### config.mk
export PLATFORM = sky130hd
export DESIGN_NAME = tdroc_top
export DESIGN_NICKNAME = d
export VERILOG_FILES = /design/src/pkg/tdroc_pkg.sv /design/src/core/tdroc_sync.sv /design/src/core/tdroc_tick.sv /design/src/core/tdroc_top.sv
export SDC_FILE = /design/constraint.sdc
export NUM_CORES = 1
export LEC_CHECK = 0
export BUFFER_PORTS_ARGS = -buffer_cell sky130_fd_sc_hd__buf_2
export CAP_MARGIN = 20
export CORE_ASPECT_RATIO = 2
export CORE_MARGIN = 5
export CORE_UTILIZATION = 49
export DETAILED_ROUTE_END_ITERATION = 7
export PLACE_DENSITY = 0.75
export SLEW_MARGIN = 10
export SYNTH_ARGS = -nofsm -noshare
export SYNTH_HDL_FRONTEND = slang
export SYNTH_SLANG_ARGS = --single-unit
### constraint.sdc
create_clock -name CLK_SYS -period 1.6 [get_ports CLK_SYS]
set_input_delay 0.16 -clock CLK_SYS [delete_from_list [all_inputs] [get_ports CLK_SYS]]
set_output_delay 0.16 -clock CLK_SYS [all_outputs]
set_load 0.02 [all_outputs]
### src/pkg/tdroc_pkg.sv
// Shared constants and types for the decoder reset and optics control.
// Assumes one 100 MHz system clock with a synchronous active-high reset.
package tdroc_pkg;

   // ***********************************************************
   // Timing, all cycle counts derived from the clock rate
   // ***********************************************************
   localparam int CLK_MHZ     = 100;   // System clock rate
   localparam int SETUP_NS    = 100;   // Translator on before reset
   localparam int HOLD_NS     = 1000;  // Least decoder reset low time
   localparam int TAIL_NS     = 100;   // Translator on after release
   // Least times round up to whole cycles
   localparam int SETUP_CYC   = (SETUP_NS * CLK_MHZ + 999) / 1000;
   localparam int HOLD_CYC    = (HOLD_NS * CLK_MHZ + 999) / 1000;
   localparam int TAIL_CYC    = (TAIL_NS * CLK_MHZ + 999) / 1000;
   localparam int SEQ_CW      = 8;     // Sequencer counter width
   // Serial clock may not exceed this rate, so the quarter rounds up
   localparam int TWI_KHZ     = 400;
   localparam int TWI_QTR_NS  = 1000000 / (4 * TWI_KHZ);
   localparam int TWI_QTR_CYC = (TWI_QTR_NS * CLK_MHZ + 999) / 1000;
   localparam int TWI_SLOTS   = 9;     // Eight data bits plus acknowledge

   // ***********************************************************
   // Sizes and reset values
   // ***********************************************************
   localparam int N_OPT       = 4;     // Optical transmitter sockets
   localparam int LANE_W      = 2;     // Socket index width
   localparam logic LINE_IDLE = 1'h1;  // Released serial line level

   // ***********************************************************
   // Types
   // ***********************************************************
   // Reset sequencer, Gray coded along the path
   typedef enum logic [1:0] {
      SQ_IDLE  = 2'h0,
      SQ_SETUP = 2'h1,
      SQ_HOLD  = 2'h3,
      SQ_TAIL  = 2'h2
   } tdroc_seq_e;

   // Power-up begins a decoder reset so the identity is always loaded
   localparam tdroc_seq_e SEQ_RST = SQ_SETUP;

   // Serial master operations
   typedef enum logic [1:0] {
      TW_START = 2'h0,
      TW_WRITE = 2'h1,
      TW_READ  = 2'h3,
      TW_STOP  = 2'h2
   } tdroc_op_e;

   typedef struct packed {
      tdroc_op_e          op;    // Operation
      logic               ack;   // Bit sent after a read byte
      logic [LANE_W-1:0]  lane;  // Target socket
      logic [7:0]         data;  // Byte to write
   } tdroc_cmd_s;

   typedef struct packed {
      logic [7:0] data;          // Byte seen on the line
      logic       nack;          // Acknowledge slot level
   } tdroc_rsp_s;

   typedef struct packed {
      logic [N_OPT-1:0] fault;     // Laser fault level
      logic [N_OPT-1:0] present;   // Module plugged in
      logic [N_OPT-1:0] fault_evt; // Fault rising edge pulse
   } tdroc_sts_s;

endpackage

### src/core/tdroc_sync.sv
// Two-stage synchroniser for a group of asynchronous pin inputs.
// Assumes inputs are levels slower than the clock; no reset needed.
module tdroc_sync #(
   parameter int W = 1                 // Number of bits
)
(
   input  logic         clk,           // System clock
   input  logic [W-1:0] d,             // Asynchronous inputs
   output logic [W-1:0] q              // Synchronised outputs
);

   // ***********************************************************
   // State
   // ***********************************************************
   typedef struct packed {
      logic [W-1:0] s1;                // First stage, read by s2 only
      logic [W-1:0] s2;                // Second stage
   } tdroc_sync_s;

   tdroc_sync_s st_reg;                // Registered state
   tdroc_sync_s st_next;               // Next state

   // Shift the pins through both stages
   always_comb
   begin
      st_next.s1 = d;
      st_next.s2 = st_reg.s1;
   end

   // Register the state
   always_ff @(posedge clk)
   begin
      st_reg <= st_next;
   end

   assign q = st_reg.s2;

endmodule

### src/core/tdroc_tick.sv
// Divider giving a one-cycle enable pulse every DIV cycles.
// Assumes en stays high for a whole run; dropping it restarts the count.
module tdroc_tick #(
   parameter int DIV = 63              // Cycles between pulses
)
(
   input  logic clk,                   // System clock
   input  logic srst,                  // Synchronous reset
   input  logic en,                    // Run the divider
   output logic tick                   // Enable pulse
);

   localparam int CW = $clog2(DIV + 1);
   localparam logic [CW-1:0] LAST = CW'(DIV - 1);

   typedef struct packed {
      logic [CW-1:0] cnt;              // Cycle count
   } tdroc_tick_s;

   tdroc_tick_s st_reg;                // Registered state
   tdroc_tick_s st_next;               // Next state

   // Pulse on the last count of each period
   assign tick = en && (st_reg.cnt == LAST);

   // Count while enabled, so the first pulse is a full period away
   always_comb
   begin
      st_next = st_reg;
      if (!en || tick)
         st_next.cnt = '0;
      else
         st_next.cnt = st_reg.cnt + 1'b1;
      if (srst)
         st_next.cnt = '0;
   end

   // Register the state
   always_ff @(posedge clk)
   begin
      st_reg <= st_next;
   end

endmodule

### src/core/tdroc_top.sv
// Decoder reset sequencer with address translator gating, plus laser
// control, status and a serial master for the optical sockets.
// Assumes all pin inputs are asynchronous; requests are on CLK_SYS.
module tdroc_top (
   input  logic                  CLK_SYS,          // 100 MHz clock
   input  logic                  SRST,             // Sync reset
   input  logic                  DEC_RST_REQ,      // Start decoder reset
   output logic                  TIMING_DECODER_RESET_N, // To decoder
   output logic                  GA_XLAT_OE_N,     // Translator enable
   output logic                  DEC_RST_BUSY,     // Sequence running
   input  logic [3:0]            LASER_OFF,        // Laser off request
   output logic [3:0]            OPT_TX_DISABLE,   // Laser disable pins
   input  logic [3:0]            OPT_TX_FAULT,     // Laser fault pins
   input  logic [3:0]            MODULE_PRESENT_N, // Presence pins
   input  logic [3:0]            OPT_SDA_IN,       // Serial data in
   output logic [3:0]            OPT_SDA_OUT,      // Serial data out
   output logic [3:0]            OPT_SDA_OE_N,     // Low pulls SDA low
   output logic [3:0]            OPT_SCL,          // Serial clocks
   output tdroc_pkg::tdroc_sts_s OPT_STS,          // Socket status
   input  logic                  TWI_REQ,          // Command valid
   input  tdroc_pkg::tdroc_cmd_s TWI_CMD,          // Command
   output logic                  TWI_READY,        // Command accepted
   output logic                  TWI_DONE,         // Command finished
   output tdroc_pkg::tdroc_rsp_s TWI_RSP           // Result
);

   // ***********************************************************
   // Constants
   // ***********************************************************
   localparam int N  = tdroc_pkg::N_OPT;
   localparam int LW = tdroc_pkg::LANE_W;   // Socket index width
   localparam int CW = tdroc_pkg::SEQ_CW;
   localparam logic [CW-1:0] SETUP_LAST = CW'(tdroc_pkg::SETUP_CYC - 1);
   localparam logic [CW-1:0] HOLD_LAST  = CW'(tdroc_pkg::HOLD_CYC - 1);
   localparam logic [CW-1:0] TAIL_LAST  = CW'(tdroc_pkg::TAIL_CYC - 1);
   localparam logic [3:0]    SLOT_LAST  = 4'(tdroc_pkg::TWI_SLOTS - 1);

   // ***********************************************************
   // State
   // ***********************************************************
   typedef struct packed {
      tdroc_pkg::tdroc_seq_e sq;       // Reset sequencer state
      logic [CW-1:0]         cnt;      // Sequencer cycle count
      logic                  rst_n;    // Decoder reset level
      logic                  oe_n;     // Translator enable level
      logic [N-1:0]          tx_dis;   // Laser disable levels
      logic [N-1:0]          flt_d;    // Fault, one cycle late
      logic [N-1:0]          flt_evt;  // Fault rising edges
      logic                  busy;     // Serial operation running
      tdroc_pkg::tdroc_cmd_s cmd;      // Operation held
      logic [1:0]            qtr;      // Quarter of the bit
      logic [3:0]            slot;     // Bits left minus one
      logic [8:0]            shf;      // Bits out and in
      logic                  scl;      // Serial clock level
      logic                  sda;      // Serial data level
      logic [N-1:0]          scl_v;    // Per-socket clocks
      logic [N-1:0]          oe_v;     // Per-socket data enables
      logic                  done;     // Completion pulse
      tdroc_pkg::tdroc_rsp_s rsp;      // Result held
   } tdroc_main_s;

   tdroc_main_s r;                     // Registered state
   tdroc_main_s n;                     // Next state

   logic [N-1:0] flt_s;                // Synchronised faults
   logic [N-1:0] prs_n_s;              // Synchronised presence
   logic [N-1:0] sda_s;                // Synchronised data lines
   logic         tick;                 // Quarter-bit enable

   // ***********************************************************
   // Pin synchronisers and bit-rate divider
   // ***********************************************************
   tdroc_sync #(
      .W (3 * N)
   ) u_sync (
      .clk (CLK_SYS),
      .d   ({OPT_TX_FAULT, MODULE_PRESENT_N, OPT_SDA_IN}),
      .q   ({flt_s, prs_n_s, sda_s})
   );

   tdroc_tick #(
      .DIV (tdroc_pkg::TWI_QTR_CYC)
   ) u_tick (
      .clk  (CLK_SYS),
      .srst (SRST),
      .en   (r.busy),
      .tick (tick)
   );

   // ***********************************************************
   // Next-state logic
   // ***********************************************************
   always_comb
   begin
      n = r;
      n.done = 1'b0;

      // Reset sequencer: translator on, reset low, release, translator off
      case (r.sq)
         tdroc_pkg::SQ_IDLE:
         begin
            // A request outside the idle state is absorbed by the run
            if (DEC_RST_REQ)
            begin
               n.sq  = tdroc_pkg::SQ_SETUP;
               n.cnt = '0;
            end
         end
         tdroc_pkg::SQ_SETUP:
         begin
            // Address is driven before the decoder starts sampling
            if (r.cnt == SETUP_LAST)
            begin
               n.sq  = tdroc_pkg::SQ_HOLD;
               n.cnt = '0;
            end
            else
               n.cnt = r.cnt + 1'b1;
         end
         tdroc_pkg::SQ_HOLD:
         begin
            // Least hold of reset low
            if (r.cnt == HOLD_LAST)
            begin
               n.sq  = tdroc_pkg::SQ_TAIL;
               n.cnt = '0;
            end
            else
               n.cnt = r.cnt + 1'b1;
         end
         tdroc_pkg::SQ_TAIL:
         begin
            // Decoder captures at release, so keep the address a while
            if (r.cnt == TAIL_LAST)
            begin
               n.sq  = tdroc_pkg::SQ_IDLE;
               n.cnt = '0;
            end
            else
               n.cnt = r.cnt + 1'b1;
         end
         default:
         begin
            n.sq  = tdroc_pkg::SQ_IDLE;
            n.cnt = '0;
         end
      endcase

      // Reset low only in the hold state
      n.rst_n = (n.sq != tdroc_pkg::SQ_HOLD);
      // Only the address half is gated; strap bits are never driven here
      // so the address lands in word bits 12:6
      // Enable spans the whole reset, released before decoder drives
      n.oe_n  = (n.sq == tdroc_pkg::SQ_IDLE);

      // Socket status: fault edges and laser control
      n.flt_d   = flt_s;
      n.flt_evt = flt_s & ~r.flt_d;
      // Empty sockets keep the laser off as well
      n.tx_dis  = LASER_OFF | prs_n_s;

      // Serial master: accept a command when idle
      if (!r.busy)
      begin
         if (TWI_REQ)
         begin
            n.busy = 1'b1;
            n.cmd  = TWI_CMD;
            n.qtr  = 2'h0;
            if (TWI_CMD.op == tdroc_pkg::TW_WRITE ||
                TWI_CMD.op == tdroc_pkg::TW_READ)
               n.slot = SLOT_LAST;
            else
               n.slot = 4'h0;
            // A read releases the line for data, then sends its ack
            if (TWI_CMD.op == tdroc_pkg::TW_READ)
               n.shf = {8'hFF, TWI_CMD.ack};
            else
               n.shf = {TWI_CMD.data, 1'h1};
         end
      end
      else if (tick)
      begin
         n.qtr = r.qtr + 1'b1;
         case (r.qtr)
            2'h0:
            begin
               // Clock low, set the data line for this slot
               n.scl = 1'h0;
               case (r.cmd.op)
                  tdroc_pkg::TW_START: n.sda = 1'h1;
                  tdroc_pkg::TW_STOP:  n.sda = 1'h0;
                  default:             n.sda = r.shf[8];
               endcase
            end
            2'h1:
               n.scl = 1'h1;
            2'h2:
            begin
               // Data edge under high clock makes start and stop
               case (r.cmd.op)
                  tdroc_pkg::TW_START: n.sda = 1'h0;
                  tdroc_pkg::TW_STOP:  n.sda = 1'h1;
                  default:
                     n.shf = {r.shf[7:0], sda_s[r.cmd.lane]};
               endcase
            end
            default:
            begin
               // Stop leaves the clock high for the idle bus
               if (r.cmd.op != tdroc_pkg::TW_STOP)
                  n.scl = 1'h0;
               if (r.slot == 4'h0)
               begin
                  n.busy = 1'b0;
                  n.done = 1'b1;
                  n.rsp  = '{data: r.shf[8:1], nack: r.shf[0]};
               end
               else
                  n.slot = r.slot - 1'b1;
            end
         endcase
      end

      // Only the addressed socket sees the clock and data pull-down
      for (int i = 0; i < N; i++)
      begin
         if (n.cmd.lane == LW'(i))
         begin
            n.scl_v[i] = n.scl;
            n.oe_v[i]  = n.sda;
         end
         else
         begin
            n.scl_v[i] = tdroc_pkg::LINE_IDLE;
            n.oe_v[i]  = tdroc_pkg::LINE_IDLE;
         end
      end

      // Synchronous reset: start a decoder reset, lasers off, bus idle
      if (SRST)
      begin
         n       = '0;
         n.sq    = tdroc_pkg::SEQ_RST;
         n.rst_n = 1'b1;
         n.tx_dis = '1;
         n.scl   = tdroc_pkg::LINE_IDLE;
         n.sda   = tdroc_pkg::LINE_IDLE;
         n.scl_v = '1;
         n.oe_v  = '1;
      end
   end

   // Register the whole state
   always_ff @(posedge CLK_SYS)
   begin
      r <= n;
   end

   // ***********************************************************
   // Outputs
   // ***********************************************************
   assign TIMING_DECODER_RESET_N = r.rst_n;
   assign GA_XLAT_OE_N           = r.oe_n;
   assign DEC_RST_BUSY           = (r.sq != tdroc_pkg::SQ_IDLE);
   assign OPT_TX_DISABLE         = r.tx_dis;
   assign OPT_SDA_OUT            = '0;        // Open drain pulls low only
   assign OPT_SDA_OE_N           = r.oe_v;
   assign OPT_SCL                = r.scl_v;
   assign OPT_STS.fault          = flt_s;
   assign OPT_STS.present        = ~prs_n_s;
   assign OPT_STS.fault_evt      = r.flt_evt;
   assign TWI_READY              = !r.busy;
   assign TWI_DONE               = r.done;
   assign TWI_RSP                = r.rsp;

   // ***********************************************************
   // Assertions
   // ***********************************************************
   localparam int D_SET = tdroc_pkg::SETUP_CYC + 1;
   localparam int D_TAIL = tdroc_pkg::TAIL_CYC;
   localparam int D_TW1 = 4 * tdroc_pkg::TWI_QTR_CYC + 1;

   // Counts how long the decoder reset has been low
   logic [CW-1:0] low_cnt;
   always_ff @(posedge CLK_SYS)
   begin
      if (SRST || TIMING_DECODER_RESET_N)
         low_cnt <= '0;
      else
         low_cnt <= low_cnt + 1'b1;
   end
endmodule

==> flow_summary.json <==
{
  "rows": 45,
  "criticalPathCategory": "reg2reg",
  "dp_hpwl_um": 5840,
  "power.share.clock_pct": 42.2,
  "synthSimpleGateAreaFrac_pct": 21.1,
  "grt_use_met3_pct": 4.46,
  "min_path_type": "in2reg",
  "reg2regPathDepth": 6,
  "outcome": "complete, no violations",
  "synth_top_cell_area_share_pct": 48.9,
  "largest_register_ffs": 36,
  "power_switching_share_pct": 24.8,
  "ys.warnings.count": 0,
  "grt_use_total_pct": 17.5,
  "synth_edf_count": 0,
  "cp-end-kind": "register",
  "setup-tns-final_ns": 0,
  "pwr-share-seq_pct": 50.2,
  "clk_pin_slew_ns": 0.07,
  "syn_inst": 401,
  "numCtsBuffers": 9,
  "chipWidth_um": 72.7,
  "synth.top_cells.by_count": "dfxtp_1 (94), nand2_1 (38), buf_4 (30)",
  "grt_pass1_wl_um": 13400,
  "antenna_cells": 0,
  "antenna_found_initial": 0,
  "crit_arrival_ns": 1.78,
  "port_buffers": 70,
  "worstHoldStart": "LASER_OFF[3]",
  "max-vdd-ir-drop_uv": 843,
  "fmax_ghz": 0.654,
  "rsz0062_at_grt": "yes",
  "path_max_fanout": 6,
  "die_area_mm2": 0.00984,
  "grt_use_met1_pct": 15.9,
  "clock-sinks": 94,
  "ant_nets": 0,
  "cp_top_family": "compound AO/OA/AOI/OAI gates",
  "synthTopCellsByArea": "dfxtp_1 (49%), buf_4 (5.8%), nand2_1 (3.7%)",
  "drv_slew": 0,
  "crit_chain": "inv_1, ha_2, and3_2, a31o_2, nor2_1, a311oi_1",
  "met2_usage_pct": 33.4,
  "yosys_register_bits": 94,
  "powerDensity_mw_per_mm2": 1040,
  "setup_viol": 0,
  "grt_pass1_vias": 3014,
  "cts-htree-levels": 3,
  "max_cap_violations": 0,
  "post-route-drc-count": 0,
  "pin_count": 75,
  "synth_top_area_cell": "dfxtp_1",
  "hold_violations": 0,
  "dominantRegCellSynth": "dfxtp_1",
  "seq_area_mm2": 0.00189,
  "yosysUniqueCellTypes": 52,
  "core-area_mm2": 0.00766,
  "drive_above_1_share_pct": 30.3,
  "regMostFlops": "r",
  "slowest_stage": "dfxtp_2",
  "r2r_slack_ns": 0.07,
  "synthXorXnorAreaFrac_pct": 1.59,
  "syn_area_mm2": 0.00385,
  "insertion_delay_ns": 0.34,
  "cp_data_required_time_ns": 1.85,
  "power_switching_mw": 1.22,
  "synth_mux_area_share_pct": 3.44,
  "final_core_util_pct": 62.0,
  "period_needed_ns": 1.53,
  "synth_compound_area_share_pct": 10.4,
  "vias": 2993,
  "grt_max_degree": 59,
  "p_int_mw": 3.70,
  "reg2reg_to": "r[26]$_SDFFE_PP0P_",
  "fin_nets": 522,
  "cts_buffer_depth": 2,
  "finClkSkew_ns": 0.00778,
  "dieHeight_um": 135,
  "async_flop_share_pct": 0,
  "wl_per_cell_um": 14.6,
  "min_to": "OPT_TX_DISABLE[3]$_SDFF_PP1_",
  "overflow": 0,
  "period_share_pct": 95.6,
  "min_delay_path_depth": 2,
  "routed_wl_um": 8470,
  "slowest_delay_ns": 0.33,
  "fillers": 667,
  "start_util_pct": 50.3,
  "busiest_layer": "met2",
  "first_pass_iters": 4,
  "drt_iter0_markers": 232,
  "timing.rr.start": "r[33]$_SDFFE_PP0P_",
  "areaGrowthSynthToFinish_pct": 23.4,
  "gp_congestion": 0.857,
  "synth_fa_ha_area_share_pct": 2.92,
  "power_frac_comb_pct": 7.6,
  "synth_area_per_cell_um2": 9.60,
  "synth_top_family_by_area": "simple AND/OR/NAND/NOR gates",
  "ys_seq_area_share_pct": 48.9,
  "p_leak_nw": 1.93,
  "root_buffer": "clkbuf_16",
  "worst-path-buf-inv": 1,
  "synth_most_common_cell": "dfxtp_1",
  "viasPerCell": 5.17,
  "cts_tree": "yes",
  "startpoint_type": "register",
  "multi_input_area_mm2": 0.00165
}
==> metrics by stage <==
| stage | hold slack (ns) | setup slack, ns | cell area (µm²) | cells | power [mW] |
|---|---|---|---|---|---|
| 6_report | 0.0164 | 0.0701 | 4750 | 579 | 4.93 |
| 2_1_floorplan | 0.188 | 0.00334 | 3880 | 404 | 2.74 |
| 3_5_place_dp | 0.264 | -0.0546 | 4150 | 540 | 2.84 |
| 4_1_cts | 0.00138 | 0.00646 | 4630 | 571 | 4.95 |
| 5_1_grt | 0.00285 | -0.00331 | 4750 | 579 | 5.14 |
| 3_3_place_gp | 0.263 | 0.0146 | 4150 | 540 | 2.83 |
==> power groups by stage <==
| stage | clock network (mW) | registers (mW) | logic, mW |
|---|---|---|---|
| floorplan | 0 | 2.52 | 0.224 |
| finish | 2.08 | 2.47 | 0.376 |
| detailed placement | 0 | 2.52 | 0.319 |
| global route | 2.25 | 2.48 | 0.411 |
| CTS | 2.13 | 2.47 | 0.355 |
| global placement | 0 | 2.52 | 0.310 |
==> cells in the final DEF (no fill, tap or decap), types with 3 or more instances in the layout <==
cell type	Yosys	final
or3_1	8	8
nand3b_1	6	6
mux2i_1	11	11
o21ai_0	16	15
dfxtp_1	94	90
xnor2_1	4	4
nor3_1	6	6
a311oi_1	8	6
conb_1	1	4
o2111ai_1	4	4
inv_8	0	3
nand2_1	38	38
a21oi_1	18	18
nand3_1	13	13
nor2_1	19	18
and2_1	4	3
inv_1	17	16
dlygate4sd3_1	0	15
nor4_1	4	4
nand2b_1	22	21
buf_2	3	70
nor2b_1	12	10
and3_4	1	4
buf_4	30	24
ha_1	9	7
dfxtp_2	0	4
xor2_1	3	3
clkbuf_16	0	9
==> routing by layer <==
metal  vias up  wire length, µm
li1       1493                -
met1      1410             2920
met2        72             4960
met3        18              351
met4         0              238
met5         -                0
==> final cells by class <==
class | count | share of cell area, %
inverter | 17 | 1.34
multi-input combinational | 246 | 34.7
sequential | 94 | 39.7
timing repair buffer | 112 | 15.4
clock inverter | 7 | 1.58
tap | 94 | 2.48
clock buffer | 9 | 4.74
==> worst register-to-register path: stages, from the launching register on <==
cell and delay, ns:
dfxtp_2 0.33, inv_1 0.10, ha_2 0.23, and3_2 0.25, a31o_2 0.24, nor2_1 0.06
a311oi_1 0.23
==> repair_timing <==
action                     4_1_cts  5_1_grt
hold buffers                    15        0
buffers inserted                 0        5
pin swaps                        0        3
setup endpoints to repair       25       35
resized for setup                5       19
hold endpoints to repair        15        0
gates cloned                     0        3
==> cell families after synthesis <==
logic type / after synthesis
AOI/OAI and AO/OA: 62
xor gates and xnor gates: 7
adders and majority gates: 9
buffers and inverters: 67
DFF: 94
muxes: 12
other: 1
and+or+nand+nor: 149
==> how the worst max path moves through the flow <==
stage,start,endpoint,slack (ns),cells after the start
finish,r[33]$_SDFFE_PP0P_,r[26]$_SDFFE_PP0P_,0.07,6
global route,u_tick.st_reg[0]$_SDFF_PP0_,r[18]$_SDFF_PP1_,-0.003,8
CTS,u_tick.st_reg[0]$_SDFF_PP0_,r[18]$_SDFF_PP1_,0.006,8
detailed placement,u_tick.st_reg[0]$_SDFF_PP0_,TWI_RSP[2]$_SDFFE_PP0P_,-0.05,6
global placement,u_tick.st_reg[0]$_SDFF_PP0_,TWI_RSP[1]$_SDFFE_PP0P_,0.01,6
floorplan,u_tick.st_reg[0]$_SDFF_PP0_,TWI_RSP[0]$_SDFFE_PP0P_,0.003,9
(Power assumes the default switching activity.)
